--- config.mk ---
export PLATFORM = sky130hd
export DESIGN_NAME = roc_top
export DESIGN_NICKNAME = d
export VERILOG_FILES = /design/src/verilog/roc_pkg.sv /design/src/verilog/roc_top.sv /design/src/verilog/roc_tick.sv /design/src/verilog/roc_core.sv
export SDC_FILE = /design/constraint.sdc
export NUM_CORES = 1
export LEC_CHECK = 0
export ABC_AREA = 1
export BUFFER_PORTS_ARGS = -buffer_cell sky130_fd_sc_hd__buf_2
export CORE_ASPECT_RATIO = 2
export CORE_UTILIZATION = 60
export CTS_CLUSTER_SIZE = 40
export DETAILED_ROUTE_END_ITERATION = 8
export PLACE_DENSITY = 0.9
export SETUP_SLACK_MARGIN = 0.4
export SLEW_MARGIN = 20
export SYNTH_ARGS = -nofsm -noshare
export SYNTH_HDL_FRONTEND = slang
export SYNTH_SLANG_ARGS = --single-unit
--- constraint.sdc ---
create_clock -name pclk -period 6 [get_ports pclk]
set_input_delay 1.2 -clock pclk [delete_from_list [all_inputs] [get_ports pclk]]
set_output_delay 1.2 -clock pclk [all_outputs]
set_load 0.02 [all_outputs]
--- src/verilog/roc_pkg.sv ---
// Purpose: Shared constants, types and register map for relay output conditioning
// Assumes: 10 MHz pclk, APB register access, 32-bit data
// Notes: Timer settings count 10 ms ticks
package roc_pkg;
  // ==========================================
  // Sizes
  localparam int ROC_NUM_IN = 7;
  localparam int ROC_SEL_W = 5;
  localparam int ROC_NUM_SRC = 32;
  // ==========================================
  // Timing: settings in units of 10 ms, max 300.00 s
  localparam int ROC_TICK_US = 10000;
  localparam int ROC_CLK_MHZ = 10;
  localparam int ROC_TICK_CYC = ROC_TICK_US * ROC_CLK_MHZ;
  localparam logic [14:0] ROC_TIME_MAX = 15'h7530;
  localparam logic [14:0] ROC_TIME_RST = 15'h0000;
  // ==========================================
  // Register byte offsets
  localparam logic [7:0] ROC_OFS_CTRL = 8'h00;
  localparam logic [7:0] ROC_OFS_SEL_LO = 8'h04;
  localparam logic [7:0] ROC_OFS_SEL_HI = 8'h08;
  localparam logic [7:0] ROC_OFS_HOLD = 8'h0c;
  localparam logic [7:0] ROC_OFS_OFFDLY = 8'h10;
  localparam logic [7:0] ROC_OFS_STAT = 8'h14;
  // ==========================================
  // Control field positions
  localparam int ROC_CTRL_INV_LSB = 0;
  localparam int ROC_CTRL_EN_LSB = 8;
  localparam int ROC_CTRL_LATCH = 16;
  localparam int ROC_CTRL_MODE = 17;
  localparam int ROC_CTRL_ACK_LSB = 24;
  localparam logic [31:0] ROC_CTRL_RST = 32'h0000_0000;
  localparam logic [31:0] ROC_SEL_RST = 32'h0000_0000;

  // Operating mode of relay drive
  typedef enum logic {ROC_WORKING, ROC_CLOSED} roc_mode_e;

  // Configuration carried to the relay core
  typedef struct packed {
    logic [ROC_NUM_IN-1:0] inv;
    logic [ROC_NUM_IN-1:0] en;
    logic latch;
    roc_mode_e mode;
    logic [ROC_SEL_W-1:0] ack_sel;
    logic [14:0] hold;
    logic [14:0] off_dly;
  } roc_cfg_s;

  // Status carried back
  typedef struct packed {
    logic cmd;
    logic latched;
    logic state;
    logic holding;
    logic delaying;
  } roc_stat_s;
endpackage

--- src/verilog/roc_top.sv ---
// Purpose: APB register file and synchroniser around the relay core
// Assumes: 10 MHz pclk, signals from pins, zero wait state APB
// Notes: unmapped reads return zero with pslverr
//
// Register access over APB and the placing of the registers are this design's own decisions.
`timescale 1ns/1ns
`default_nettype none
module roc_top #(
  parameter int TICK_CYC = roc_pkg::ROC_TICK_CYC
) (
  input wire logic pclk,
  input wire logic presetn,
  input wire logic psel,
  input wire logic penable,
  input wire logic pwrite,
  input wire logic [7:0] paddr,
  input wire logic [31:0] pwdata,
  input wire logic [3:0] pstrb,
  output logic [31:0] prdata,
  output logic pready,
  output logic pslverr,
  input wire logic [roc_pkg::ROC_NUM_SRC-1:0] sig_in,
  output logic relay_drive
);
  import roc_pkg::*;
  // ==========================================
  // Input synchroniser
  logic [ROC_NUM_SRC-1:0] sync1_q;
  logic [ROC_NUM_SRC-1:0] sync2_q;
  always_ff @(posedge pclk or negedge presetn)
  begin
    if (!presetn)
    begin
      sync1_q <= '0;
      sync2_q <= '0;
    end
    else
    begin
      sync1_q <= sig_in;
      sync2_q <= sync1_q;
    end
  end

  // ==========================================
  // Registers
  logic [31:0] ctrl_q;
  logic [31:0] sel_lo_q;
  logic [31:0] sel_hi_q;
  logic [14:0] hold_q;
  logic [14:0] off_q;
  roc_stat_s stat;
  logic tick;

  // Byte-lane merge
  function automatic logic [31:0] merge(input logic [31:0] old, input logic [31:0] wd,
                                        input logic [3:0] st);
    logic [31:0] r;
    r = old;
    for (int b = 0; b < 4; b++)
      if (st[b])
        r[b*8 +: 8] = wd[b*8 +: 8];
    return r;
  endfunction
  // Clamp time to 300.00 s
  function automatic logic [14:0] clamp(input logic [31:0] v);
    return (v[31:0] > 32'(ROC_TIME_MAX)) ? ROC_TIME_MAX : v[14:0];
  endfunction

  wire acc = psel && penable;
  wire wr = acc && pwrite;
  wire hit_ctrl = (paddr == ROC_OFS_CTRL);
  wire hit_sel_lo = (paddr == ROC_OFS_SEL_LO);
  wire hit_sel_hi = (paddr == ROC_OFS_SEL_HI);
  wire hit_hold = (paddr == ROC_OFS_HOLD);
  wire hit_off = (paddr == ROC_OFS_OFFDLY);
  wire hit_stat = (paddr == ROC_OFS_STAT);
  wire mapped = hit_ctrl | hit_sel_lo | hit_sel_hi | hit_hold | hit_off | hit_stat;
  wire [31:0] rd_mux = hit_ctrl ? ctrl_q :
                       hit_sel_lo ? sel_lo_q :
                       hit_sel_hi ? sel_hi_q :
                       hit_hold ? {17'h0, hold_q} :
                       hit_off ? {17'h0, off_q} :
                       hit_stat ? {27'h0, stat} : 32'h0;
  wire [31:0] hold_new = merge({17'h0, hold_q}, pwdata, pstrb);
  wire [31:0] off_new = merge({17'h0, off_q}, pwdata, pstrb);

  // Register writes; defaults keep inversion and latch off
  always_ff @(posedge pclk or negedge presetn)
  begin
    if (!presetn)
    begin
      ctrl_q <= ROC_CTRL_RST;
      sel_lo_q <= ROC_SEL_RST;
      sel_hi_q <= ROC_SEL_RST;
      hold_q <= ROC_TIME_RST;
      off_q <= ROC_TIME_RST;
    end
    else if (wr)
    begin
      if (hit_ctrl)
        ctrl_q <= merge(ctrl_q, pwdata, pstrb) & 32'h1f03_7f7f;
      if (hit_sel_lo)
        sel_lo_q <= merge(sel_lo_q, pwdata, pstrb) & 32'h3fff_ffff;
      if (hit_sel_hi)
        sel_hi_q <= merge(sel_hi_q, pwdata, pstrb) & 32'h0000_001f;
      if (hit_hold)
        hold_q <= clamp(hold_new);
      if (hit_off)
        off_q <= clamp(off_new);
    end
  end

  // Bus answer, zero wait states
  always_ff @(posedge pclk or negedge presetn)
  begin
    if (!presetn)
    begin
      prdata <= 32'h0;
      pready <= 1'b0;
      pslverr <= 1'b0;
    end
    else
    begin
      pready <= psel && !penable;
      pslverr <= psel && !penable && !mapped;
      prdata <= (psel && !penable && !pwrite) ? rd_mux : 32'h0;
    end
  end

  // ==========================================
  // Configuration view
  roc_cfg_s cfg;
  assign cfg.inv = ctrl_q[ROC_CTRL_INV_LSB +: ROC_NUM_IN];
  assign cfg.en = ctrl_q[ROC_CTRL_EN_LSB +: ROC_NUM_IN];
  assign cfg.latch = ctrl_q[ROC_CTRL_LATCH];
  assign cfg.mode = roc_mode_e'(ctrl_q[ROC_CTRL_MODE]);
  assign cfg.ack_sel = ctrl_q[ROC_CTRL_ACK_LSB +: ROC_SEL_W];
  assign cfg.hold = hold_q;
  assign cfg.off_dly = off_q;
  wire [ROC_NUM_IN*ROC_SEL_W-1:0] sel = {sel_hi_q[4:0], sel_lo_q[29:0]};

  roc_tick #(.DIV(TICK_CYC)) u_tick (
    .pclk(pclk),
    .presetn(presetn),
    .tick(tick)
  );

  roc_core u_core (
    .pclk(pclk),
    .presetn(presetn),
    .tick(tick),
    .src(sync2_q),
    .sel(sel),
    .cfg(cfg),
    .stat(stat),
    .relay_drive(relay_drive)
  );
endmodule
`default_nettype wire

--- src/verilog/roc_tick.sv ---
// Purpose: 10 ms enable pulse divider
// Assumes: single clock pclk
// Notes: pulse is one cycle wide
`timescale 1ns/1ns
`default_nettype none
module roc_tick #(
  parameter int DIV = roc_pkg::ROC_TICK_CYC
) (
  input wire logic pclk,
  input wire logic presetn,
  output logic tick
);
  import roc_pkg::*;
  // ==========================================
  // Divider
  if (DIV < 1) $error("DIV must be positive");
  logic [31:0] cnt_q;
  // Wrap at DIV-1
  wire last = (cnt_q == 32'(DIV - 1));
  // Counter and pulse
  always_ff @(posedge pclk or negedge presetn)
  begin
    if (!presetn)
    begin
      cnt_q <= 32'h0;
      tick <= 1'b0;
    end
    else
    begin
      cnt_q <= last ? 32'h0 : cnt_q + 32'h1;
      tick <= last;
    end
  end
endmodule
`default_nettype wire

--- src/verilog/roc_core.sv ---
// Purpose: Relay command shaping: combine, latch, off delay, hold, mode
// Assumes: signals already synchronised, tick is 10 ms enable
// Notes: relay_drive is registered
`timescale 1ns/1ns
`default_nettype none
module roc_core (
  input wire logic pclk,
  input wire logic presetn,
  input wire logic tick,
  input wire logic [roc_pkg::ROC_NUM_SRC-1:0] src,
  input wire logic [roc_pkg::ROC_NUM_IN*roc_pkg::ROC_SEL_W-1:0] sel,
  input wire roc_pkg::roc_cfg_s cfg,
  output roc_pkg::roc_stat_s stat,
  output logic relay_drive
);
  import roc_pkg::*;
  // ==========================================
  // Input combination
  logic [ROC_NUM_IN-1:0] term;
  // Pick, invert and gate each input
  always_comb
  begin
    for (int i = 0; i < ROC_NUM_IN; i++)
    begin
      term[i] = cfg.en[i] & (src[sel[i*ROC_SEL_W +: ROC_SEL_W]] ^ cfg.inv[i]);
    end
  end
  wire cmd = |term;
  wire ack_raw = src[cfg.ack_sel];
  wire ack = cfg.latch & ack_raw;

  // ==========================================
  // Latch
  logic latched_q;
  always_ff @(posedge pclk or negedge presetn)
  begin
    if (!presetn)
      latched_q <= 1'b0;
    else if (cfg.latch && cmd)
      latched_q <= 1'b1;
    else if (ack || !cfg.latch)
      latched_q <= 1'b0;
  end
  wire want = cmd | latched_q;

  // ==========================================
  // Off delay and hold timers
  logic [14:0] off_q;
  logic [14:0] hold_q;
  logic state_q;
  logic delaying_q;
  wire hold_busy = (hold_q != 15'h0);
  // Off request matures when delay elapsed
  wire off_due = (cfg.off_dly == 15'h0) || (delaying_q && off_q == 15'h0);
  wire go_on = !state_q && want && !hold_busy;
  wire go_off = state_q && !want && off_due && !hold_busy;
  always_ff @(posedge pclk or negedge presetn)
  begin
    if (!presetn)
    begin
      off_q <= ROC_TIME_RST;
      delaying_q <= 1'b0;
    end
    else if (state_q && !want)
    begin
      if (!delaying_q)
      begin
        delaying_q <= 1'b1;
        off_q <= cfg.off_dly;
      end
      else if (tick && off_q != 15'h0)
        off_q <= off_q - 15'h1;
    end
    else
    begin
      delaying_q <= 1'b0;
      off_q <= ROC_TIME_RST;
    end
  end
  // Relay state and hold timer
  always_ff @(posedge pclk or negedge presetn)
  begin
    if (!presetn)
    begin
      state_q <= 1'b0;
      hold_q <= ROC_TIME_RST;
    end
    else if (go_on || go_off)
    begin
      state_q <= go_on;
      hold_q <= cfg.hold;
    end
    else if (tick && hold_busy)
      hold_q <= hold_q - 15'h1;
  end

  // ==========================================
  // Output stage
  always_ff @(posedge pclk or negedge presetn)
  begin
    if (!presetn)
    begin
      relay_drive <= 1'b0;
      stat <= '0;
    end
    else
    begin
      relay_drive <= (cfg.mode == ROC_CLOSED) ? !state_q : state_q;
      stat <= '{cmd: cmd, latched: latched_q, state: state_q,
                holding: hold_busy, delaying: delaying_q};
    end
  end
endmodule
`default_nettype wire

======== Word level (Yosys, flattened, before mapping) ========
Cells that the tools add are included.
word-level totals
  flip-flop bits (word level) ............. 254
  bits in latches ......................... 0
  memory bits (writable) .................. 0
  bits in read-only memories .............. 0
  output and inout bits ................... 35
  word-level logic and storage cells ...... 154
  memories ................................ 0
cells by class
  add/subtract/negate cells ............... 3
  multipliers ............................. 0
  div/mod/pow operators ................... 0
  order comparisons ....................... 10
  equality and inequality tests ........... 7
  shift-type cells ........................ 0
  muxes and demuxes ....................... 41
  bitwise logic cells ..................... 21
  reductions and logical operators ........ 43
operators with widths
  kind                     number
  $mux W15                 10
  $mux W30                 3
  $gt A32 B15 Y1 const B   2
  $lt A5 B6 Y1 const B     8
  $mux W8                  6
  $bmux W1 S5              8
  $add A32 B1 Y32 const B  1
  $eq A32 B17 Y1 const B   1
  $mux W32                 1
  $logic_not A15 Y1        2
  $reduce_bool A15 Y1      2
  $sub A15 B1 Y15 const B  2
  $reduce_and A3 Y1        9
  $eq A8 B4 Y1 const B     2
  $eq A8 B5 Y1 const B     2
  $logic_and A1 B1 Y1      14
  $mux W1                  12
  $and A1 B1 Y1            8
  $eq A8 B3 Y1 const B     1
  $logic_not A8 Y1         1
  $logic_not A1 Y1         7
  $reduce_or A7 Y1         1
  $xor A1 B1 Y1            7
  $or A1 B1 Y1             6
  other kinds (5)          9

======== Logic depth before layout (Yosys ltp) ========
Gate-level depths: netlist (run 1).
  depth after elaboration ................. 12
  depth in mapped cells ................... 23
  depth with buffers taken out ............ 20

======== Modules after synthesis ========
A second synthesis (run 1) with hierarchy kept.
second synthesis, totals
  cells, all modules ...................... 2101
  area total of the unflattened synthesis .. 14785.4 sq um
by module, submodules not included
  module    times used  cells an instance  area an instance (sq um)  seq. area each (sq um)
  roc_top   1           792                7355.8                    4554.4
  roc_core  1           1005               5442.7                    975.9
  roc_tick  1           304                1986.9                    825.8

======== Least setup slack after synthesis (run 1) ========
OpenSTA, ideal clock, no wires.
  kind .................................... input to register
  start point ............................. input port pstrb[0]
  end point ............................... register hold_q[4]
  arrival ................................. 2678 ps
  data required time ...................... 5867 ps
  path slack .............................. 3189 ps
  cell stages on the path ................. 13
  buffers on the path ..................... 1
  cell sequence ........................... buf_2 -> nand2_1 -> o21a_1 -> nand2_1 -> nor2_1 -> nor2_1 -> o21ai_0 -> a21oi_1 -> o21a_1 -> nor2_1 -> clkinv_1 -> nor3_1 -> a21oi_1
on the way
  longest elaborated chain between the ends .. 3
RTL lines
  element                 line            RTL
  start: declaration      roc_top.sv:18   input wire logic [3:0] pstrb,
  $mux W8 *               roc_top.sv:60   if (st[b])
  $gt A32 B15 Y1          roc_top.sv:66   return (v[31:0] > 32'(ROC_TIME_MAX)) ? ROC_TIME_MAX : v[14:0];
  $mux W15 *              roc_top.sv:66
  end signal: assignment  roc_top.sv:107  hold_q <= clamp(hold_new);
  end: declaration        roc_top.sv:49   logic [14:0] hold_q;
Every way passes the cells marked *; elsewhere a longest branch is shown, timed or not.
A chain may end at the register's enable or synchronous reset.

======== Worst setup path after layout (run 1) ========
  start point ............................. register sel_lo_q[20]
  end point ............................... register u_core.hold_q[11]
on the way
  longest elaborated chain between the ends .. 12
  elaborated cells on any way between the ends .. 15
RTL lines
  element                                                line            RTL
  start: declaration                                     roc_top.sv:47   logic [31:0] sel_lo_q;
  start signal: assignment                               roc_top.sv:103  sel_lo_q <= merge(sel_lo_q, pwdata, pstrb) & 32'h3fff_ffff;
  $bmux W1 S5 *                                          roc_core.sv:25  term[i] = cfg.en[i] & (src[sel[i*ROC_SEL_W +: ROC_SEL_W]] ^ cfg.inv[i]);
  $mux W1 (not written as such) *                        roc_core.sv:25
  $xor A1 B1 Y1 *                                        roc_core.sv:25
  $and A1 B1 Y1 *                                        roc_core.sv:25
  $reduce_or A7 Y1 *                                     roc_core.sv:28  wire cmd = |term;
  net u_core.cmd                                         roc_core.sv:28
  $or A1 B1 Y1 *                                         roc_core.sv:44  wire want = cmd | latched_q;
  $logic_not A1 Y1                                       roc_core.sv:56  wire go_off = state_q && !want && off_due && !hold_busy;
  $logic_and A1 B1 Y1 (3 in a row)                       roc_core.sv:56
  $logic_or A1 B1 Y1 *                                   roc_core.sv:88  else if (go_on || go_off)
  $mux W15 / $reduce_bool A2 Y1 (equally long branches)  -
  end signal: assignment                                 roc_core.sv:91  hold_q <= cfg.hold;
  end signal: assignment                                 roc_core.sv:94  hold_q <= hold_q - 15'h1;
  end: declaration                                       roc_core.sv:49  logic [14:0] hold_q;
Mark *: on every way through the listed nets, which the timed path passes. The rest lies on a longest branch. The select of a mux whose other input is x is not followed.

==> flow_summary_export.csv, run 1 <==
group,metric,value,unit
cells_and_area,instances_no_fill,2177,
power_and_ir_drop,power.leakage,7.40,nW
detailed_routing,postRouteAntennaNets,0,
timing,setup_tns,0,ps
global_routing,globalRoute.busiestLayer,"met2",
cells_and_area,final_cell_area,15100,µm²
global_routing,use_met3,12.4,%
power_and_ir_drop,vdd_ir_drop_max,0.291,mV
setup_path,path_common_cell,"nand2_1",
timing,rsz0062_at_grt,"no",
timing,max_freq,275,MHz
global_routing,grt_pass1_wl,71900,µm
place,place_congestion,1.03,
clocking,numCtsBuffers,24,
timing,period_share,60.5,%
clocking,clock_path_buffers,3,
floorplanning,fp-row-count,78,
clocking,ctsHoldBuffers,0,
detailed_routing,drt_iter0_drc,1569,
floorplanning,dieArea,23600,µm²
floorplanning,start_util,60.9,%
yosys,yosys_warnings,0,
floorplanning,fp.coreArea,22600,µm²
clocking,numClockSinks,254,
setup_path,cp_max_fo,31,
flow_run,max_cap_viol_count,0,
timing,slew_violations,0,
global_routing,groute.usage.overall,41.2,%
place,port_buffers,113,
yosys,synth_seq_area_share,46.1,%
setup_path,crit_slowest_cell,"dfrtp_1",
setup_path,worstPathArrival,4090,ps
detailed_routing,routed_wl,46000,µm
yosys,netlist.area_leader.share,46.1,%
clocking,cts_resized,0,
timing,relSlewSlack,21.6,%
cells_and_area,drive_gt1_share,9.80,%
yosys,synth_enable_flop_cells,0,
setup_path,cp.required,6460,ps
global_routing,met1_usage,43.8,%
floorplanning,io_pins,116,
clocking,postCtsSetupBuffers,0,
yosys,synth_top_cell_by_area,"dfrtp_1",
yosys,synthFlopType,"dfrtp_1",
place,post_dp_cell_area,14200,µm²
global_routing,use_met2,65.3,%
global_routing,grt-ovfl-total,0,
setup_path,crit_type,"register to register",
cells_and_area,nets,1963,
detailed_routing,vias,13500,
cells_and_area,final_util,66.5,%
floorplanning,die_w,109,µm
yosys,synthArstFlopShare,100,%
yosys,synthTopCellsByArea,"dfrtp_1 (46%), nand2_1 (15%), nand3_1 (8.4%)",
min_path,hold_path.class,"register to register",
clocking,cts_root_buf,"clkbuf_16",
yosys,synth_area_per_cell,7.48,µm²
clocking,clkTransAtPathRegs,70,ps
detailed_routing,drc,0,
setup_path,critPathCaptureType,"register",
detailed_routing,routedWlPerCell,21.1,µm
cells_and_area,final_common_cell,"nand2_1",
setup_path,worstPathCellList,"inv_4, nand2_1, nand3_1, nand3_1, nand2_1, nand2_1, nand3_1, nand2_1, nand2_1, nand3_1, nand2_1, nor2_2, nand2_2, nor2_2, nand3_2, nand2_4, nand2_1, nand2_1, nand2_1",
cells_and_area,nFillCells,1885,
timing,period_minus_slack,3630,ps
global_routing,grt_pass1_vias,13300,
clocking,clk_latency,590,ps
setup_path,critPathMaxStageDelay,770,ps
floorplanning,die_height,216,µm
cells_and_area,syn2layout_area_growth,9.24,%
yosys,ys_types,50,
global_routing,grt_max_degree,161,
timing,finalSetupViolations,0,
global_routing,grt_antenna_before_repair,1,
clocking,cts_tree,"built",
cells_and_area,layout_common_cells,"nand2_1 (536), dfrtp_1 (254), nand3_1 (231)",
place,dp_cells,2133,
yosys,syn_inst,1842,
place,dp_hpwl,30700,µm
clocking,cts.htree.levels,1,
power_and_ir_drop,power_density,286,nW/µm²
run_status,outcome,"finished clean",
timing,tightest_slew,1180,ps
detailed_routing,vias_per_cell,6.20,
timing,finClkSkew,32.8,ps
timing,finalHoldViolCount,0,
yosys,synth-seq-cells,254,
setup_path,cp-start-kind,"register",
detailed_routing,firstDrtPassIters,6,
yosys,syn_area,13800,µm²
cells_and_area,diodes,0,
## critical path: cells and delay by family (launching register included)
| kind | cells | cell delay, ps |
|---|---|---|
| flops | 1 | 770 |
| buf+inv | 1 | 210 |
| simple gates | 18 | 2530 |
## flip-flops by register name, indices dropped and copies added, names as in the netlist
signal / cells
pready: 1
u_core.relay_drive: 1
prdata: 30
u_core.hold_q: 15
hold_q: 15
ctrl_q: 21
u_core.off_q: 15
u_tick.cnt_q: 32
sync1_q: 32
u_core.state_q: 1
u_core.delaying_q: 1
u_core.stat: 5
u_core.latched_q: 1
pslverr: 1
off_q: 15
u_tick.tick: 1
sel_hi_q: 5
sync2_q: 32
sel_lo_q: 30
## path summary, 6_finish.rpt
path                               from                end  slack [ps]  depth (start not counted)
max reg2reg                sel_lo_q[20]  u_core.hold_q[11]        2370                         19
min reg2reg                  sync1_q[1]         sync2_q[1]         350                          0
min in group asynchronous       presetn         sync2_q[4]         610                          1
min                          sync1_q[1]         sync2_q[1]         350                          0
max in group asynchronous       presetn    u_core.off_q[6]        4010                          2
max                        sel_lo_q[20]  u_core.hold_q[11]        2370                         19
## power by group
part	switching, mW	internal, mW
Sequential	0.144	1.80
Clock	0.736	0.953
Combinational	0.431	0.241
Total	1.31	2.99
## cell families (layout without fill, tap and decap cells)
family,after synthesis,after routing,share of synthesized area (%)
fa+ha+maj,3,3,0.272
buf+inv,295,349,9.41
xor+xnor,38,38,2.41
other cells,1,2,0.0272
flops,254,254,46.1
compound gates,255,255,10.7
simple gates,996,996,31.1
## layer usage
metal / vias to the layer above / wire length (µm)
li1: 6066 / -
met1: 6254 / 14800
met2: 845 / 21800
met3: 337 / 4590
met4: 2 / 4780
met5: - / 11
## cells in the mapped netlist, drive strengths merged, types with 8 or more instances
master / count
nand3: 232
buf: 52
nor2: 129
nor4: 14
inv: 186
dfrtp: 254
xnor2: 8
a21oi: 72
xor2: 30
o21ai: 111
o22ai: 8
nand2: 539
clkbuf: 54
nand4: 24
nor3: 42
a221oi: 14
a31oi: 11
## area by class of cell
cell class	count	area, µm²	area share (%)
multi-input cells	1294	6140	40.8
repair buffers	116	611	4.06
clock buffers	27	632	4.20
inverters	189	727	4.83
clock inverters	17	241	1.60
flip-flops and latches	254	6360	42.2
well taps	280	350	2.33
## per-stage QoR
| step | setup WS, ps | hold WS (ps) | total power, mW |
|---|---|---|---|
| after floorplan | 3190 | 331 | 2.40 |
| after global placement | 2150 | 333 | 2.59 |
| after detailed placement | 2180 | 335 | 2.62 |
| after CTS | 2650 | 351 | 4.28 |
| after global routing | 1940 | 355 | 4.47 |
| final | 2370 | 348 | 4.30 |
Note: power is estimated with default switching activity, not from simulation.
==> run 2: changes to the inputs <==
==> constraint.sdc (replaced) <==
create_clock -name pclk -period 3.7 [get_ports pclk]
set_input_delay 0.74 -clock pclk [delete_from_list [all_inputs] [get_ports pclk]]
set_output_delay 0.74 -clock pclk [all_outputs]
set_load 0.02 [all_outputs]
==> run 2 against run 1 <==
Worst setup slack got worse by 1800 ps; first-iteration DRC count shrank 19%; cell count is 0.87% higher.
==> flow_summary_export.csv, run 2 (synthesis gave the netlist of run 1 again) <==
group,metric,value,unit
detailed_routing,drc,0,
min_path,hold_path.class,"input port to asynchronous set/reset pin",
clocking,clock_path_buffers,3,
timing,period_share,83.4,%
setup_path,cp.required,4140,ps
timing,tightest_slew,925,ps
timing,rsz0062_at_grt,"no",
place,dp_hpwl,31200,µm
power_and_ir_drop,p_int,4.80,mW
cells_and_area,drive_gt1_share,10.8,%
setup_path,crit_type,"register to register",
detailed_routing,vias,13500,
clocking,numCtsBuffers,24,
setup_path,worstPathCellList,"inv_1, nand3_1, nand3_1, nand2_1, nand2_1, nand3_1, nand3_1, nand3_1, nand2_1, nor2_2, nand2_2, nor2_2, nand3_4, nand2_4, nand2_1, nand2_1, nand2_1",
power_and_ir_drop,power_density,451,nW/µm²
floorplanning,die_w,109,µm
clocking,cts_root_buf,"clkbuf_16",
detailed_routing,postRouteAntennaNets,0,
global_routing,groute.usage.overall,38.7,%
setup_path,rr_worst_depth,17,
power_and_ir_drop,p_sw,2.04,mW
power_and_ir_drop,switching_share,29.8,%
global_routing,grt-ovfl-total,0,
clocking,cts_resized,0,
clocking,clk_latency,540,ps
setup_path,critPathCaptureType,"register",
run_status,outcome,"finished clean",
place,place_congestion,0.972,
cells_and_area,reg_top3,"sync1_q: 32 flops, sync2_q: 32 flops, u_tick.cnt_q: 32 flops",
detailed_routing,routed_wl,44200,µm
global_routing,grt_pass1_wl,68600,µm
timing,finalHoldViolCount,0,
cells_and_area,final_common_cell,"nand2_1",
clocking,numClockSinks,254,
timing,setup_tns,0,ps
detailed_routing,drt_iter0_drc,1271,
cells_and_area,final_cell_area,15200,µm²
setup_path,crit_slowest_cell,"dfrtp_1",
detailed_routing,routedWlPerCell,20.1,µm
timing,max_freq,324,MHz
floorplanning,fp.coreArea,22600,µm²
floorplanning,start_util,60.9,%
timing,finClkSkew,14.9,ps
clocking,cts.htree.levels,1,
cells_and_area,diodes,0,
floorplanning,io_pins,116,
power_and_ir_drop,power,6.85,mW
global_routing,grt_antenna_before_repair,0,
setup_path,cp_max_fo,22,
cells_and_area,nets,1982,
power_and_ir_drop,pwr-share-seq,46.0,%
timing,worst_slack,616,ps
place,post_dp_cell_area,14300,µm²
power_and_ir_drop,combPwrFrac,16.2,%
place,dp_slack,583,ps
setup_path,cp-start-kind,"register",
place,port_buffers,113,
global_routing,grt_pass1_vias,13100,
floorplanning,dieArea,23600,µm²
timing,finalSetupViolations,0,
cells_and_area,layout_common_cells,"nand2_1 (536), dfrtp_1 (249), nand3_1 (231)",
power_and_ir_drop,vdd_ir_drop_max,0.620,mV
clocking,cts_tree,"built",
flow_run,max_cap_viol_count,0,
setup_path,path_common_cell,"nand2_1",
clocking,clkTransAtPathRegs,70,ps
detailed_routing,firstDrtPassIters,6,
power_and_ir_drop,clkPwrFrac,37.7,%
floorplanning,fp-row-count,78,
clocking,postCtsSetupBuffers,0,
timing,relSlewSlack,37.7,%
timing,slew_violations,0,
setup_path,worstPathArrival,3520,ps
setup_path,critPathMaxStageDelay,600,ps
timing,period_minus_slack,3080,ps
power_and_ir_drop,power.leakage,7.47,nW
floorplanning,die_height,216,µm
detailed_routing,vias_per_cell,6.14,
cells_and_area,syn2layout_area_growth,10.0,%
clocking,ctsHoldBuffers,0,
global_routing,grt_max_degree,101,
-- run 2: cell count changes in the layout (fill, tap and decap cells not counted), sizes merged --
cell      previous run  this run
clkbuf              27        34
inv                190       186
bufinv               4         2
buf                116       135
clkinvlp             2         1
-- run 2: area by class of cell --
| cell class | count | area, µm² |
|---|---|---|
| inverter | 189 | 727 |
| tap | 280 | 350 |
| clock buffer | 34 | 698 |
| clock inverter | 10 | 136 |
| sequential | 254 | 6360 |
| multi-input combinational | 1294 | 6140 |
| timing repair buffer | 135 | 753 |
| fill | 1865 | 7470 |
-- run 2: power groups by stage --
stage / Clock, mW / Sequential (mW) / Combinational, mW
detailed placement: 0 / 3.18 / 1.10
finish: 2.58 / 3.15 / 1.11
CTS: 2.60 / 3.13 / 1.10
floorplan: 0 / 3.06 / 0.826
global route: 2.69 / 3.16 / 1.25
global placement: 0 / 3.18 / 1.05
-- run 2: worst paths after layout --
kind | start | endpoint | slack, ps
max in group asynchronous | presetn | u_core.off_q[8] | 2510
worst min register to register | sync1_q[27] | sync2_q[27] | 350
worst max-delay path | sel_lo_q[26] | u_core.hold_q[6] | 620
min in group pclk | sig_in[23] | sync1_q[23] | 300
worst max register to register | sel_lo_q[26] | u_core.hold_q[6] | 620
worst min-delay path | presetn | sync2_q[5] | 190
-- run 2: critical path, delay by kind of cell (launching register included) --
kind                   cells  cell delay, ps
buffers and inverters      1             270
flip-flops                 1             600
AND/OR/NAND/NOR           16            2100
-- run 2: per-layer routing --
metal / GRT usage (%) / vias up / routed length (µm)
met2: 63.7 / 812 / 21700
met1: 41.6 / 6270 / 14300
met5: 0 / - / 0
met3: 7.19 / 293 / 3720
met4: 33.8 / 0 / 4490
li1: - / 6115 / -
-- run 2: per-stage QoR --
| stage | hold WS (ps) | cells | util [%] |
|---|---|---|---|
| 2_1_floorplan | 331 | 1843 | - |
| 6_report | 187 | 2196 | 67.0 |
| 5_1_grt | 259 | 2196 | 67.0 |
| 3_5_place_dp | 336 | 2152 | 63.2 |
| 4_1_cts | 244 | 2196 | 66.9 |
| 3_3_place_gp | 333 | 2152 | 63.2 |
